## config.mk

```make
export PLATFORM = sky130hd
export DESIGN_NAME = prs_supervisor
export DESIGN_NICKNAME = d
export VERILOG_FILES = /design/src/hw/prs_pkg.sv /design/src/hw/prs_supervisor.sv
export SDC_FILE = /design/constraint.sdc
export NUM_CORES = 1
export LEC_CHECK = 0
export BUFFER_PORTS_ARGS = -buffer_cell sky130_fd_sc_hd__buf_2
export CAP_MARGIN = 25
export CORE_MARGIN = 2
export CORE_UTILIZATION = 45
export CTS_CLUSTER_SIZE = 14
export DETAILED_ROUTE_END_ITERATION = 12
export PLACE_DENSITY = 0.66
export RECOVER_POWER = 100
export SYNTH_ARGS = -nofsm -noshare
export SYNTH_HDL_FRONTEND = slang
export SYNTH_SLANG_ARGS = --single-unit
```

## constraint.sdc

```tcl
create_clock -name CLK -period 4.43 [get_ports CLK]
set_input_delay 0.2215 -clock CLK [delete_from_list [all_inputs] [get_ports CLK]]
set_output_delay 0.2215 -clock CLK [all_outputs]
set_load 0.05 [all_outputs]
```

## src/hw/prs_pkg.sv

```systemverilog
package prs_pkg;

  // ----------------------------------------------------------------
  // clock and timing
  // ----------------------------------------------------------------
  localparam logic [31:0] CLK_HZ = 32'd50_000_000;
  localparam logic [31:0] CYC_PER_MS = CLK_HZ / 32'd1000;

  // reset pulse width, typical figure
  localparam logic [31:0] RESET_PULSE_WIDTH_MS = 32'd140;
  localparam logic [31:0] RESET_PULSE_WIDTH_CYC = RESET_PULSE_WIDTH_MS * CYC_PER_MS;

  // button hold delay, plain default
  localparam logic [31:0] BUTTON_HOLD_DELAY_MS = 32'd2000;
  localparam logic [31:0] BUTTON_HOLD_DELAY_CYC = BUTTON_HOLD_DELAY_MS * CYC_PER_MS;

  // watchdog timeout, plain default
  localparam logic [31:0] WDOG_TIMEOUT_MS = 32'd1600;
  localparam logic [31:0] WDOG_TIMEOUT_CYC = WDOG_TIMEOUT_MS * CYC_PER_MS;

  // manual reset debounce time, plain default
  localparam logic [31:0] DEBOUNCE_MS = 32'd20;
  localparam logic [31:0] DEBOUNCE_CYC = DEBOUNCE_MS * CYC_PER_MS;

  // ----------------------------------------------------------------
  // widths and reset values
  // ----------------------------------------------------------------
  localparam int NUM_BUTTONS = 2;
  localparam logic [31:0] CNT_ZERO = 32'h0000_0000;
  localparam logic [31:0] CNT_ONE = 32'h0000_0001;

  // external levels, all asynchronous to CLK
  typedef struct packed {
    logic [NUM_BUTTONS-1:0] btn_n;
    logic manual_reset_input_n;
    logic supply_low;
    logic supply_ok;
    logic wdog_strobe;
    logic ce_n;
    logic seal_request;
  } prs_in_t;

  localparam prs_in_t IN_IDLE = '{
    btn_n: {NUM_BUTTONS{1'b1}},
    manual_reset_input_n: 1'b1,
    supply_low: 1'b0,
    supply_ok: 1'b0,
    wdog_strobe: 1'b0,
    ce_n: 1'b1,
    seal_request: 1'b0
  };

  // whole block state
  typedef struct packed {
    prs_in_t s1;
    prs_in_t s2;
    logic wdog_prev;
    logic ok_prev;
    logic seal_prev;
    logic [31:0] hold_cnt;
    logic [31:0] deb_cnt;
    logic [31:0] wdog_cnt;
    logic [31:0] width_cnt;
    logic hold_done;
    logic armed;
    logic btn_fire;
    logic mr_db;
    logic stretch;
    logic reset_out;
    logic ce_n_out;
    logic switch_en;
    logic seal;
    logic batt_conn;
  } prs_state_t;

  localparam prs_state_t STATE_INIT = '{
    s1: IN_IDLE,
    s2: IN_IDLE,
    armed: 1'b1,
    stretch: 1'b1,
    reset_out: 1'b1,
    ce_n_out: 1'b1,
    default: '0
  };

endpackage

```

## src/hw/prs_supervisor.sv

```systemverilog
`timescale 1ns/10ps
// How it works
// - reset from buttons only after all enabled buttons held together for hold delay
// - pulse variant gives exactly one reset pulse per qualified hold
// - pulse variant re-arms only once every enabled button is released
// - level variant holds reset while buttons stay pressed past the hold delay
// - outside reset the chip-select passes through unchanged
// - during reset the gated chip-select is held inactive
// - watchdog not restarted before timeout asserts reset
// - backup switchover stays off until supply-ok has been seen once
// - freshness seal keeps the battery disconnected
// - seal holds until supply-ok next rises, then clears
// - supply-low asserts reset, held for the pulse width after it ends
// - after power-up a reset pulse of the pulse width is produced
// - manual reset input is debounced internally
module prs_supervisor
  import prs_pkg::*;
#(
  parameter logic [31:0] HOLD_CYC = BUTTON_HOLD_DELAY_CYC,
  parameter logic [31:0] WIDTH_CYC = RESET_PULSE_WIDTH_CYC,
  parameter logic [31:0] WDOG_CYC = WDOG_TIMEOUT_CYC,
  parameter logic [31:0] DEB_CYC = DEBOUNCE_CYC
)
(
  // clock and reset
  input wire logic CLK,
  input wire logic RST,
  // configuration from on-chip logic
  input wire logic [NUM_BUTTONS-1:0] BUTTON_ENABLE,
  input wire logic BUTTON_PULSE_MODE,
  // pins
  input wire logic [NUM_BUTTONS-1:0] BUTTON_N,
  input wire logic MANUAL_RESET_INPUT_N,
  input wire logic SUPPLY_LOW,
  input wire logic SUPPLY_OK,
  input wire logic WDOG_STROBE,
  input wire logic SEAL_REQUEST,
  // chip-select path
  input wire logic CE_N_IN,
  output logic CE_N_OUT,
  // reset and backup control
  output logic RESET_OUT,
  output logic SWITCHOVER_EN,
  output logic BATTERY_CONNECT,
  output logic SEAL_ACTIVE
);

  prs_state_t state;
  prs_state_t next_state;
  prs_in_t pins;
  logic [NUM_BUTTONS-1:0] pressed;
  logic all_pressed;
  logic any_pressed;
  logic level_req;
  logic manual_now;
  logic wdog_edge;
  logic wdog_fire;
  logic req;
  logic ok_rise;
  logic seal_set;

  always_comb
  begin
    pins.btn_n = BUTTON_N;
    pins.manual_reset_input_n = MANUAL_RESET_INPUT_N;
    pins.supply_low = SUPPLY_LOW;
    pins.supply_ok = SUPPLY_OK;
    pins.wdog_strobe = WDOG_STROBE;
    pins.ce_n = CE_N_IN;
    pins.seal_request = SEAL_REQUEST;
  end

  always_comb
  begin
    next_state = state;
    // ----------------------------------------------------------------
    // two-stage synchroniser; stage one feeds only stage two
    // ----------------------------------------------------------------
    next_state.s1 = pins;
    next_state.s2 = state.s1;

    // ----------------------------------------------------------------
    // button qualification
    // ----------------------------------------------------------------
    pressed = ~state.s2.btn_n & BUTTON_ENABLE;
    // an empty mask never qualifies, so a stray config cannot reset
    all_pressed = (pressed == BUTTON_ENABLE) && (|BUTTON_ENABLE);
    any_pressed = |pressed;
    if (!all_pressed)
    begin
      next_state.hold_cnt = CNT_ZERO;
      next_state.hold_done = 1'b0;
    end
    else if (!state.hold_done)
    begin
      if (state.hold_cnt >= HOLD_CYC - CNT_ONE)
      begin
        next_state.hold_done = 1'b1;
      end
      else
      begin
        next_state.hold_cnt = state.hold_cnt + CNT_ONE;
      end
    end

    next_state.btn_fire = 1'b0;
    if (!any_pressed)
    begin
      next_state.armed = 1'b1;
    end
    else if (BUTTON_PULSE_MODE && state.hold_done && state.armed)
    begin
      next_state.btn_fire = 1'b1;
      next_state.armed = 1'b0;
    end
    // level variant bypasses the stretch so release ends reset at once
    level_req = !BUTTON_PULSE_MODE && state.hold_done;

    // ----------------------------------------------------------------
    // manual reset debounce
    // ----------------------------------------------------------------
    manual_now = ~state.s2.manual_reset_input_n;
    if (manual_now == state.mr_db)
    begin
      next_state.deb_cnt = CNT_ZERO;
    end
    else if (state.deb_cnt >= DEB_CYC - CNT_ONE)
    begin
      next_state.mr_db = manual_now;
      next_state.deb_cnt = CNT_ZERO;
    end
    else
    begin
      next_state.deb_cnt = state.deb_cnt + CNT_ONE;
    end

    // ----------------------------------------------------------------
    // watchdog
    // ----------------------------------------------------------------
    wdog_edge = state.s2.wdog_strobe & ~state.wdog_prev;
    next_state.wdog_prev = state.s2.wdog_strobe;
    wdog_fire = 1'b0;
    // held idle during reset: software cannot strobe while held
    if (state.reset_out || wdog_edge)
    begin
      next_state.wdog_cnt = CNT_ZERO;
    end
    else if (state.wdog_cnt >= WDOG_CYC - CNT_ONE)
    begin
      wdog_fire = 1'b1;
      next_state.wdog_cnt = CNT_ZERO;
    end
    else
    begin
      next_state.wdog_cnt = state.wdog_cnt + CNT_ONE;
    end

    // ----------------------------------------------------------------
    // combined request and pulse stretch
    // ----------------------------------------------------------------
    req = state.s2.supply_low | state.mr_db | state.btn_fire | wdog_fire;
    if (req)
    begin
      next_state.stretch = 1'b1;
      next_state.width_cnt = CNT_ZERO;
    end
    else if (state.stretch)
    begin
      if (state.width_cnt >= WIDTH_CYC - CNT_ONE)
      begin
        next_state.stretch = 1'b0;
        next_state.width_cnt = CNT_ZERO;
      end
      else
      begin
        next_state.width_cnt = state.width_cnt + CNT_ONE;
      end
    end
    next_state.reset_out = next_state.stretch | level_req;
    // gate on the next reset value so blocking starts with reset itself
    next_state.ce_n_out = next_state.reset_out | state.s2.ce_n;

    // ----------------------------------------------------------------
    // backup switchover and freshness seal
    // ----------------------------------------------------------------
    ok_rise = state.s2.supply_ok & ~state.ok_prev;
    next_state.ok_prev = state.s2.supply_ok;
    if (state.s2.supply_ok)
    begin
      next_state.switch_en = 1'b1;
    end
    seal_set = state.s2.seal_request & ~state.seal_prev;
    next_state.seal_prev = state.s2.seal_request;
    if (seal_set)
    begin
      next_state.seal = 1'b1;
    end
    else if (ok_rise)
    begin
      next_state.seal = 1'b0;
    end
    next_state.batt_conn = next_state.switch_en & ~next_state.seal;
  end

  // ----------------------------------------------------------------
  // state register
  // ----------------------------------------------------------------
  always_ff @(posedge CLK)
  begin
    if (RST)
    begin
      state <= STATE_INIT;
    end
    else
    begin
      state <= next_state;
    end
  end

  assign RESET_OUT = state.reset_out;
  assign CE_N_OUT = state.ce_n_out;
  assign SWITCHOVER_EN = state.switch_en;
  assign BATTERY_CONNECT = state.batt_conn;
  assign SEAL_ACTIVE = state.seal;
endmodule

```

Word-level counts from Yosys, hierarchy flattened
Index checks and enable logic that the tools add are counted.
{"block": "classes", "reduce_logical": 15, "eq_ne": 2, "addsub": 4, "bitwise_logic": 21, "order_cmp": 4, "n_mux": 12}
{"op": "32-bit by 1-bit adder with 32-bit output (second input constant)", "count": 4}
{"op": "32-bit by 27-bit >= comparator with 1-bit output (second input constant)", "count": 2}
{"op": "32-bit by 20-bit >= comparator with 1-bit output (second input constant)", "count": 1}
{"op": "32-bit by 23-bit >= comparator with 1-bit output (second input constant)", "count": 1}
{"op": "32-bit 2-to-1 mux", "count": 1}
{"op": "1-bit 2-to-1 mux", "count": 11}
{"op": "1-bit NOT", "count": 10}
{"op": "2-bit OR reduction", "count": 5}
{"op": "3-bit OR reduction", "count": 2}
{"op": "1-bit bitwise OR", "count": 5}
{"op": "1-bit bitwise AND", "count": 4}
{"op": "1-bit logical AND", "count": 4}
{"op": "2-bit AND reduction", "count": 2}
{"op": "2-bit bitwise AND", "count": 1}
{"op": "2-bit == test", "count": 1}
{"op": "2-bit NOT", "count": 1}
{"op": "1-bit == test", "count": 1}
{"op": "1-bit logical NOT", "count": 1}
{"op": "1-bit logical OR", "count": 1}
{"block": "totals", "ff_bits": 157, "out_inout_bits": 5, "inputBits": 13}

Longest topological paths before layout
Gate-level depths: netlist (run 1).
{"block": "logic_depth", "depth_word": 8, "depth_mapped": 9}

Least setup slack after synthesis (run 1)
OpenSTA, ideal clock, no wires.
{"block": "synth_path", "kind": "register to register", "startpoint": "register state[42] (netlist bit)", "endpoint": "register state, in the netlist CE_N_OUT", "stages_incl_launch_ff": 9, "t_arrival_ns": 2.079, "synth_period_minus_slack_ns": 2.214, "path_slack_ns": 2.216, "n_path_buf": 1, "setup_ns": 0.135, "t_required_ns": 4.295, "path_cell_list": "dfxtp_1 > ha_1 > and4_4 > and3_4 > a311oi_1 > o21ai_1 > a21o_1 > buf_6 > or4_4"}
{"block": "synth_via", "elab_chain_cells": 7}
{"element": "start: declaration", "line": "prs_supervisor.sv:48", "source": "prs_state_t state;"}
{"element": "start signal: assignment", "line": "prs_supervisor.sv:216", "source": "state <= next_state;"}
{"element": "32-bit by 27-bit >= comparator with 1-bit output", "line": "prs_supervisor.sv:148", "source": "else if (state.wdog_cnt >= WDOG_CYC - CNT_ONE)"}
{"element": "1-bit 2-to-1 mux", "line": "prs_supervisor.sv:148"}
{"element": "1-bit 2-to-1 mux", "line": "prs_supervisor.sv:144", "source": "if (state.reset_out || wdog_edge)"}
{"element": "1-bit bitwise OR", "line": "prs_supervisor.sv:161", "source": "req = state.s2.supply_low | state.mr_db | state.btn_fire | wdog_fire;"}
{"element": "1-bit 2-to-1 mux", "line": "prs_supervisor.sv:162", "source": "if (req)"}
{"element": "1-bit bitwise OR", "line": "prs_supervisor.sv:179", "source": "next_state.reset_out = next_state.stretch | level_req;"}
{"element": "1-bit bitwise OR", "line": "prs_supervisor.sv:181", "source": "next_state.ce_n_out = next_state.reset_out | state.s2.ce_n;"}
No other way between the ends.
A chain may end at the register's enable or synchronous reset.

Worst setup path in the final report (run 1)
Same ends and word-level chain as after synthesis.

==> metrics.yaml, run 1 <==
drt:
  wire_per_inst_um: 12.6
  vias: 4938
  wl_mm: 11.8
  antenna_left: 0
  drt_iter0_markers: 371
  via_per_inst: 5.30
  detail_route.first_pass.iterations: 5
  drcViolationCount: 0
floorplan:
  die_area_mm2: 0.0151
  rows: 43
  start_util_pct: 46.1
  die_w_um: 123
  core-area_mm2: 0.0138
  io_pins: 18
  die_y_um: 123
yosys:
  synth_ff_type: "dfxtp_1"
  synthArstFlopShare_pct: 0
  synth_edf_count: 0
  synth_area_per_cell_um2: 8.94
  synth-seq-cells: 157
  yosysSeqAreaShare_pct: 49.4
  yosysUniqueCellTypes: 57
  syn_inst: 712
  synth_area_mm2: 0.00637
  yosys_warnings: 0
layout:
  fin_area_mm2: 0.00715
  drive_gt1_share_pct: 7.18
  n_fill_cell: 1265
  fin_util_pct: 51.7
  diodes: 0
  instances_no_fill: 932
  nets: 757
  syn_to_final_growth_pct: 12.3
sta:
  tns_ns: 0
  grt_setup_unrepaired: "false"
  tightest_slew_ns: 1.10
  finalHoldViolations: 0
  relSlewSlack_pct: 26.8
  period_needed_ns: 3.06
  fin_skew_ns: 0.0103
  clock.fmax_mhz: 327
  fin_crit_sh_pct: 69.0
  setup_viol: 0
  slew_viol_final: 0
placed_design:
  globalplace.congestion: 0.814
  place.port_buffers: 17
  place_inst: 896
  hpwl_mm: 7.87
  postPlaceCellArea_mm2: 0.00659
setup_path:
  required_ns: 4.72
  cp_slowest_stage_delay_ns: 0.76
  slowest_stage: "or4_2"
  crit_type: "register to register"
  path_cells: "ha_1 > and4_1 > and3_1 > a311oi_1 > o21ai_0 > a21o_1 > or4_2"
  arrival_ns: 3.35
  endpoint_kind: "register"
  start_kind: "register"
  cp_max_fo: 26
global_routing:
  antenna_found_initial: 0
  grtUsageMet1_pct: 19.7
  grt_pass1_vias: 4448
  met3_usage_pct: 4.24
  grt_busiest_layer: "met2"
  grt-ovfl-total: 0
  gr-usage-all-layers_pct: 16.1
  grt_pass1_wl_mm: 19.4
  grt_max_degree: 29
  grt_use_met2_pct: 26.1
clock_network:
  htree_levels: 4
  clk_path_buf_depth: 2
  numCtsBuffers: 17
  clock-sinks: 157
  clkLatencyLatePin_ns: 0.42
  clk_pin_slew_ns: 0.06
  clockRootBuffer: "clkbuf_16"
  cts_tree: "done"
run_status:
  status: "finished clean"
pwr:
  peakVddDrop_mv: 0.240
  leakage_nw: 2.54
  powerDensity_mw_per_mm2: 393
  finalPower_mw: 2.81
flow_run:
  maxCapViolCount: 0
hold_path:
  hold_class: "input pin to register"
-- sequential cells by signal (all words and copies together) (netlist names) --
signal / flops
BATTERY_CONNECT: 1
CE_N_OUT: 1
RESET_OUT: 1
SEAL_ACTIVE: 1
SWITCHOVER_EN: 1
next_state: 11
state: 141
-- metrics by stage --
step	setup WS, ns	hold WS, ns
6_report	1.37	0.0184
2_1_floorplan	2.22	0.325
4_1_cts	1.68	0.00555
5_1_grt	1.20	0.0178
3_3_place_gp	1.83	0.392
3_5_place_dp	1.67	0.398
-- per-layer routing --
metal	wire (µm)	share of wire [%]
met1	5640	48
met2	5540	47
met3	344	2.9
met4	228	1.9
met5	0	0
-- cell type report --
class                   instances  area [µm²]  area share [%]
inverters                       9        33.8           0.472
clock inverters                11        85.1            1.19
multi-input cells             532        3080            43.0
repair buffers                 23         131            1.84
well taps                     180         225            3.15
clock buffers                  20         457            6.39
flip-flops and latches        157        3140            43.9
-- kinds of logic (layout without fill, tap and decap cells) --
kind of cell / Yosys count / after routing / synth area share [%]
DFF: 157 / 157 / 49.4
other: 1 / 17 / 0.0589
buffers and inverters: 39 / 63 / 2.93
and+or+nand+nor: 353 / 353 / 28.2
adders and majority gates: 4 / 4 / 0.786
AOI/OAI and AO/OA: 94 / 94 / 9.82
xor gates and xnor gates: 63 / 63 / 8.66
muxes: 1 / 1 / 0.157
-- path summary, 6_finish.rpt --
check | startpoint | to | slack [ns] | depth (start not counted)
worst max-delay path | state[42]$_SDFF_PP0_ | CE_N_OUT$_SDFF_PP1_ | 1.37 | 7
worst min-delay path | SEAL_REQUEST | next_state[141]$_SDFF_PP0_ | 0.02 | 2
worst max register to register | state[42]$_SDFF_PP0_ | CE_N_OUT$_SDFF_PP1_ | 1.37 | 7
worst min register to register | next_state[146]$_SDFF_PP1_ | state[146]$_SDFF_PP1_ | 0.41 | 1
-- report_power, final --
part           switching [mW]  total (mW)  internal (mW)
Sequential            0.00831        1.44           1.43
Combinational          0.0308      0.0498         0.0190
Clock                   0.569        1.32          0.748
Total                   0.609        2.81           2.20
-- cells in the final DEF (no fill, tap or decap), types with 17 or more instances in the layout --
master | synthesis | routed
nand3_1 | 48 | 48
nand4_1 | 17 | 17
and3_1 | 23 | 24
conb_1 | 1 | 17
a21oi_1 | 32 | 32
nor2_1 | 101 | 101
xor2_1 | 28 | 28
xnor2_1 | 35 | 35
nand2_1 | 67 | 67
a31oi_1 | 18 | 18
clkbuf_16 | 0 | 17
dfxtp_1 | 157 | 157
-- synthesized netlist by cell type (all sizes together) (3+ instances only) --
cell type	count	share of area [%]
a31oi	18	1.8
nor4	8	0.79
a41o	5	0.79
ha	4	0.79
and2	9	0.92
nand2	67	3.9
or4	4	0.53
xnor2	35	4.8
and3	24	2.4
clkbuf	18	1.1
o211ai	4	0.47
dfxtp	157	49
and4	16	2.2
xor2	28	3.9
nand2b	5	0.49
o21ai	9	0.71
a21oi	32	2.5
nor2b	13	1.3
a31o	3	0.41
inv	9	0.53
nand3b	4	0.47
a211oi	7	1.0
a22oi	3	0.35
buf	12	1.3
nand4	17	1.7
or3	13	1.3
nor2	101	6.0
nand3	48	3.8
or2	8	0.79
nor3	12	1.0
-- repair_timing --
action | CTS | global route
hold buffers | 5 | 0
resized for setup | 0 | 0
buffers inserted | 0 | 0
hold endpoints to repair | 5 | 0
-- critical path: cells and delay by family, from the launching register on --
kind / cells / cell delay, ns
fa+ha+maj: 1 / 0.24
simple gates: 3 / 1.26
flops: 1 / 0.33
compound gates: 3 / 1.09
Note: power is estimated with default switching activity, not from simulation.
==> run 2: changes to the inputs <==
ABC_AREA = 1   (was default)
clock period = 3.07 ns   (was 4.43 ns; I/O delays follow)
==> metrics.yaml, run 2 <==
global_routing:
  grt_pass1_vias: 5754
  grt_max_degree: 28
  gr-usage-all-layers_pct: 18.1
  grt-ovfl-total: 0
  antenna_found_initial: 0
  grt_pass1_wl_mm: 26.4
placed_design:
  postPlaceCellArea_mm2: 0.00776
  dp_slack_ns: 0.952
  globalplace.congestion: 0.888
  place.port_buffers: 17
  hpwl_mm: 10.5
  place_inst: 1296
setup_path:
  reg2reg_depth: 9
  cp_max_fo: 27
  cp_slowest_stage_delay_ns: 0.43
  arrival_ns: 2.67
  crit_type: "register to register"
  start_kind: "register"
  rrSetupSlack_ns: 0.74
  path_cells: "ha_1 > inv_1 > nor2_1 > nand2_4 > nand4_1 > nand3_4 > nand2_4 > nand2_1 > a21oi_1"
  worst_path_most_repeated_cell: "nand2_4"
  startpoint: "state[106]$_SDFFE_PP0P_"
  endpoint_kind: "register"
  required_ns: 3.40
  r2r_start: "state[106]$_SDFFE_PP0P_"
  slowest_stage: "dfxtp_1"
drt:
  wl_met3_um: 679
  via_per_inst: 4.76
  top_layer: "met4"
  antenna_left: 0
  detail_route.first_pass.iterations: 6
  wl_met1_mm: 7.62
  wire_per_inst_um: 11.4
  wl_mm: 15.2
  drcViolationCount: 0
  vias: 6362
  routed-wl-met2_mm: 6.73
  drt_iter0_markers: 442
yosys:
  yosys_warnings: 0
  synth_edf_count: 0
  synth.largest_area_cell: "dfxtp_1"
  syn_inst: 1064
  synth_area_mm2: 0.00742
  synth-seq-cells: 157
  synth_ff_type: "dfxtp_1"
  yosysUniqueCellTypes: 38
  yosysMostFrequentCell: "nand2_1"
  synth_area_leaders: "dfxtp_1, nand2_1, nor2_1, inv_1, xor2_1"
  yosysSeqAreaShare_pct: 42.4
  synth_area_per_cell_um2: 6.97
  synth_commonest_cells: "nand2_1, nor2_1, dfxtp_1"
  synthArstFlopShare_pct: 0
  synth_top_area_share_pct: 42.4
clock_network:
  clock-sinks: 157
  postCtsSetupRepairBufs: 0
  clockRootBuffer: "clkbuf_16"
  clkLatencyLatePin_ns: 0.43
  numCtsBuffers: 17
  cts_tree: "done"
  clk_path_buf_depth: 2
  cts_resized: 0
  htree_levels: 4
  clk_pin_slew_ns: 0.07
layout:
  n_fill_cell: 1590
  regMostFlops: "state"
  fin_util_pct: 52.7
  drive_gt1_share_pct: 6.25
  nets: 1124
  fin_area_mm2: 0.00843
  syn_to_final_growth_pct: 13.7
  largest_reg_flops: 141
  layout_commonest_cell: "nand2_1"
  layout_common_cells: "nand2_1, nor2_1, dfxtp_1"
  instances_no_fill: 1336
  diodes: 0
floorplan:
  die_area_mm2: 0.0175
  start_util_pct: 46.4
  io_pins: 18
  rows: 46
  core-area_mm2: 0.0160
  die_w_um: 132
  die_y_um: 132
sta:
  tightest_slew_ns: 0.949
  slew_viol_final: 0
  clock.fmax_mhz: 429
  period_needed_ns: 2.33
  setup_ws_ns: 0.738
  finalHoldViolations: 0
  relSlewSlack_pct: 36.5
  tns_ns: 0
  fin_skew_ns: 0.00852
  fin_crit_sh_pct: 76.0
  timing.hold.ws_ns: 0.0295
  setup_viol: 0
  grt_setup_unrepaired: "false"
pwr:
  powerDensity_mw_per_mm2: 529
  peakVddDrop_mv: 0.421
  finalPower_mw: 4.46
  leakage_nw: 3.25
flow_run:
  maxCapViolCount: 0
hold_path:
  min_from: "BUTTON_PULSE_MODE"
  hold_class: "input pin to register"
  hold_depth: 3
run_status:
  status: "finished clean"
[run 2: repair_timing]
action                                 CTS  global route
endpoints found under the hold margin    8             0
hold buffers                             8             0
setup endpoints to repair                0             0
[run 2: worst paths after layout]
path / to
setup / recovery: state[132]$_SDFFE_PP0P_
hold / removal: state[7]$_SDFF_PP0_
setup reg to reg: state[132]$_SDFFE_PP0P_
hold reg to reg: next_state[139]$_SDFF_PP0_
[run 2: power breakdown]
part	switching [mW]	leakage, nW	internal [mW]
Sequential	0.0112	1.28	2.07
Combinational	0.0508	1.65	0.0310
Clock	0.906	0.320	1.39
Total	0.968	3.25	3.49
[run 2: metal layers]
metal | global-route usage, % | up-vias
met4 | 5.20 | 0
met3 | 4.48 | 19
met1 | 24.6 | 2802
li1 | - | 3426
met5 | 0 | -
met2 | 28.6 | 115
[run 2: cells by family after synthesis]
kind of cell | after synthesis | share of synthesized area (%)
compound gates | 79 | 5.80
xor+xnor | 61 | 7.20
fa+ha+maj | 4 | 0.674
buf+inv | 126 | 6.95
flops | 157 | 42.4
simple gates | 636 | 37.0
other cells | 1 | 0.0505
[run 2: critical path, delay by kind of cell (launching register included)]
family	cells	cell delay (ns)
buf+inv	1	0.09
fa+ha+maj	1	0.31
compound gates	1	0.16
flops	1	0.43
simple gates	6	1.24
[run 2: final cells by class]
class,count,area (µm²),area share (%)
clock inverter,15,223,2.64
inverter,102,383,4.54
sequential,157,3140,37.3
multi-input combinational,797,3780,44.8
timing repair buffer,32,208,2.46
tap,216,270,3.20
clock buffer,17,425,5.04
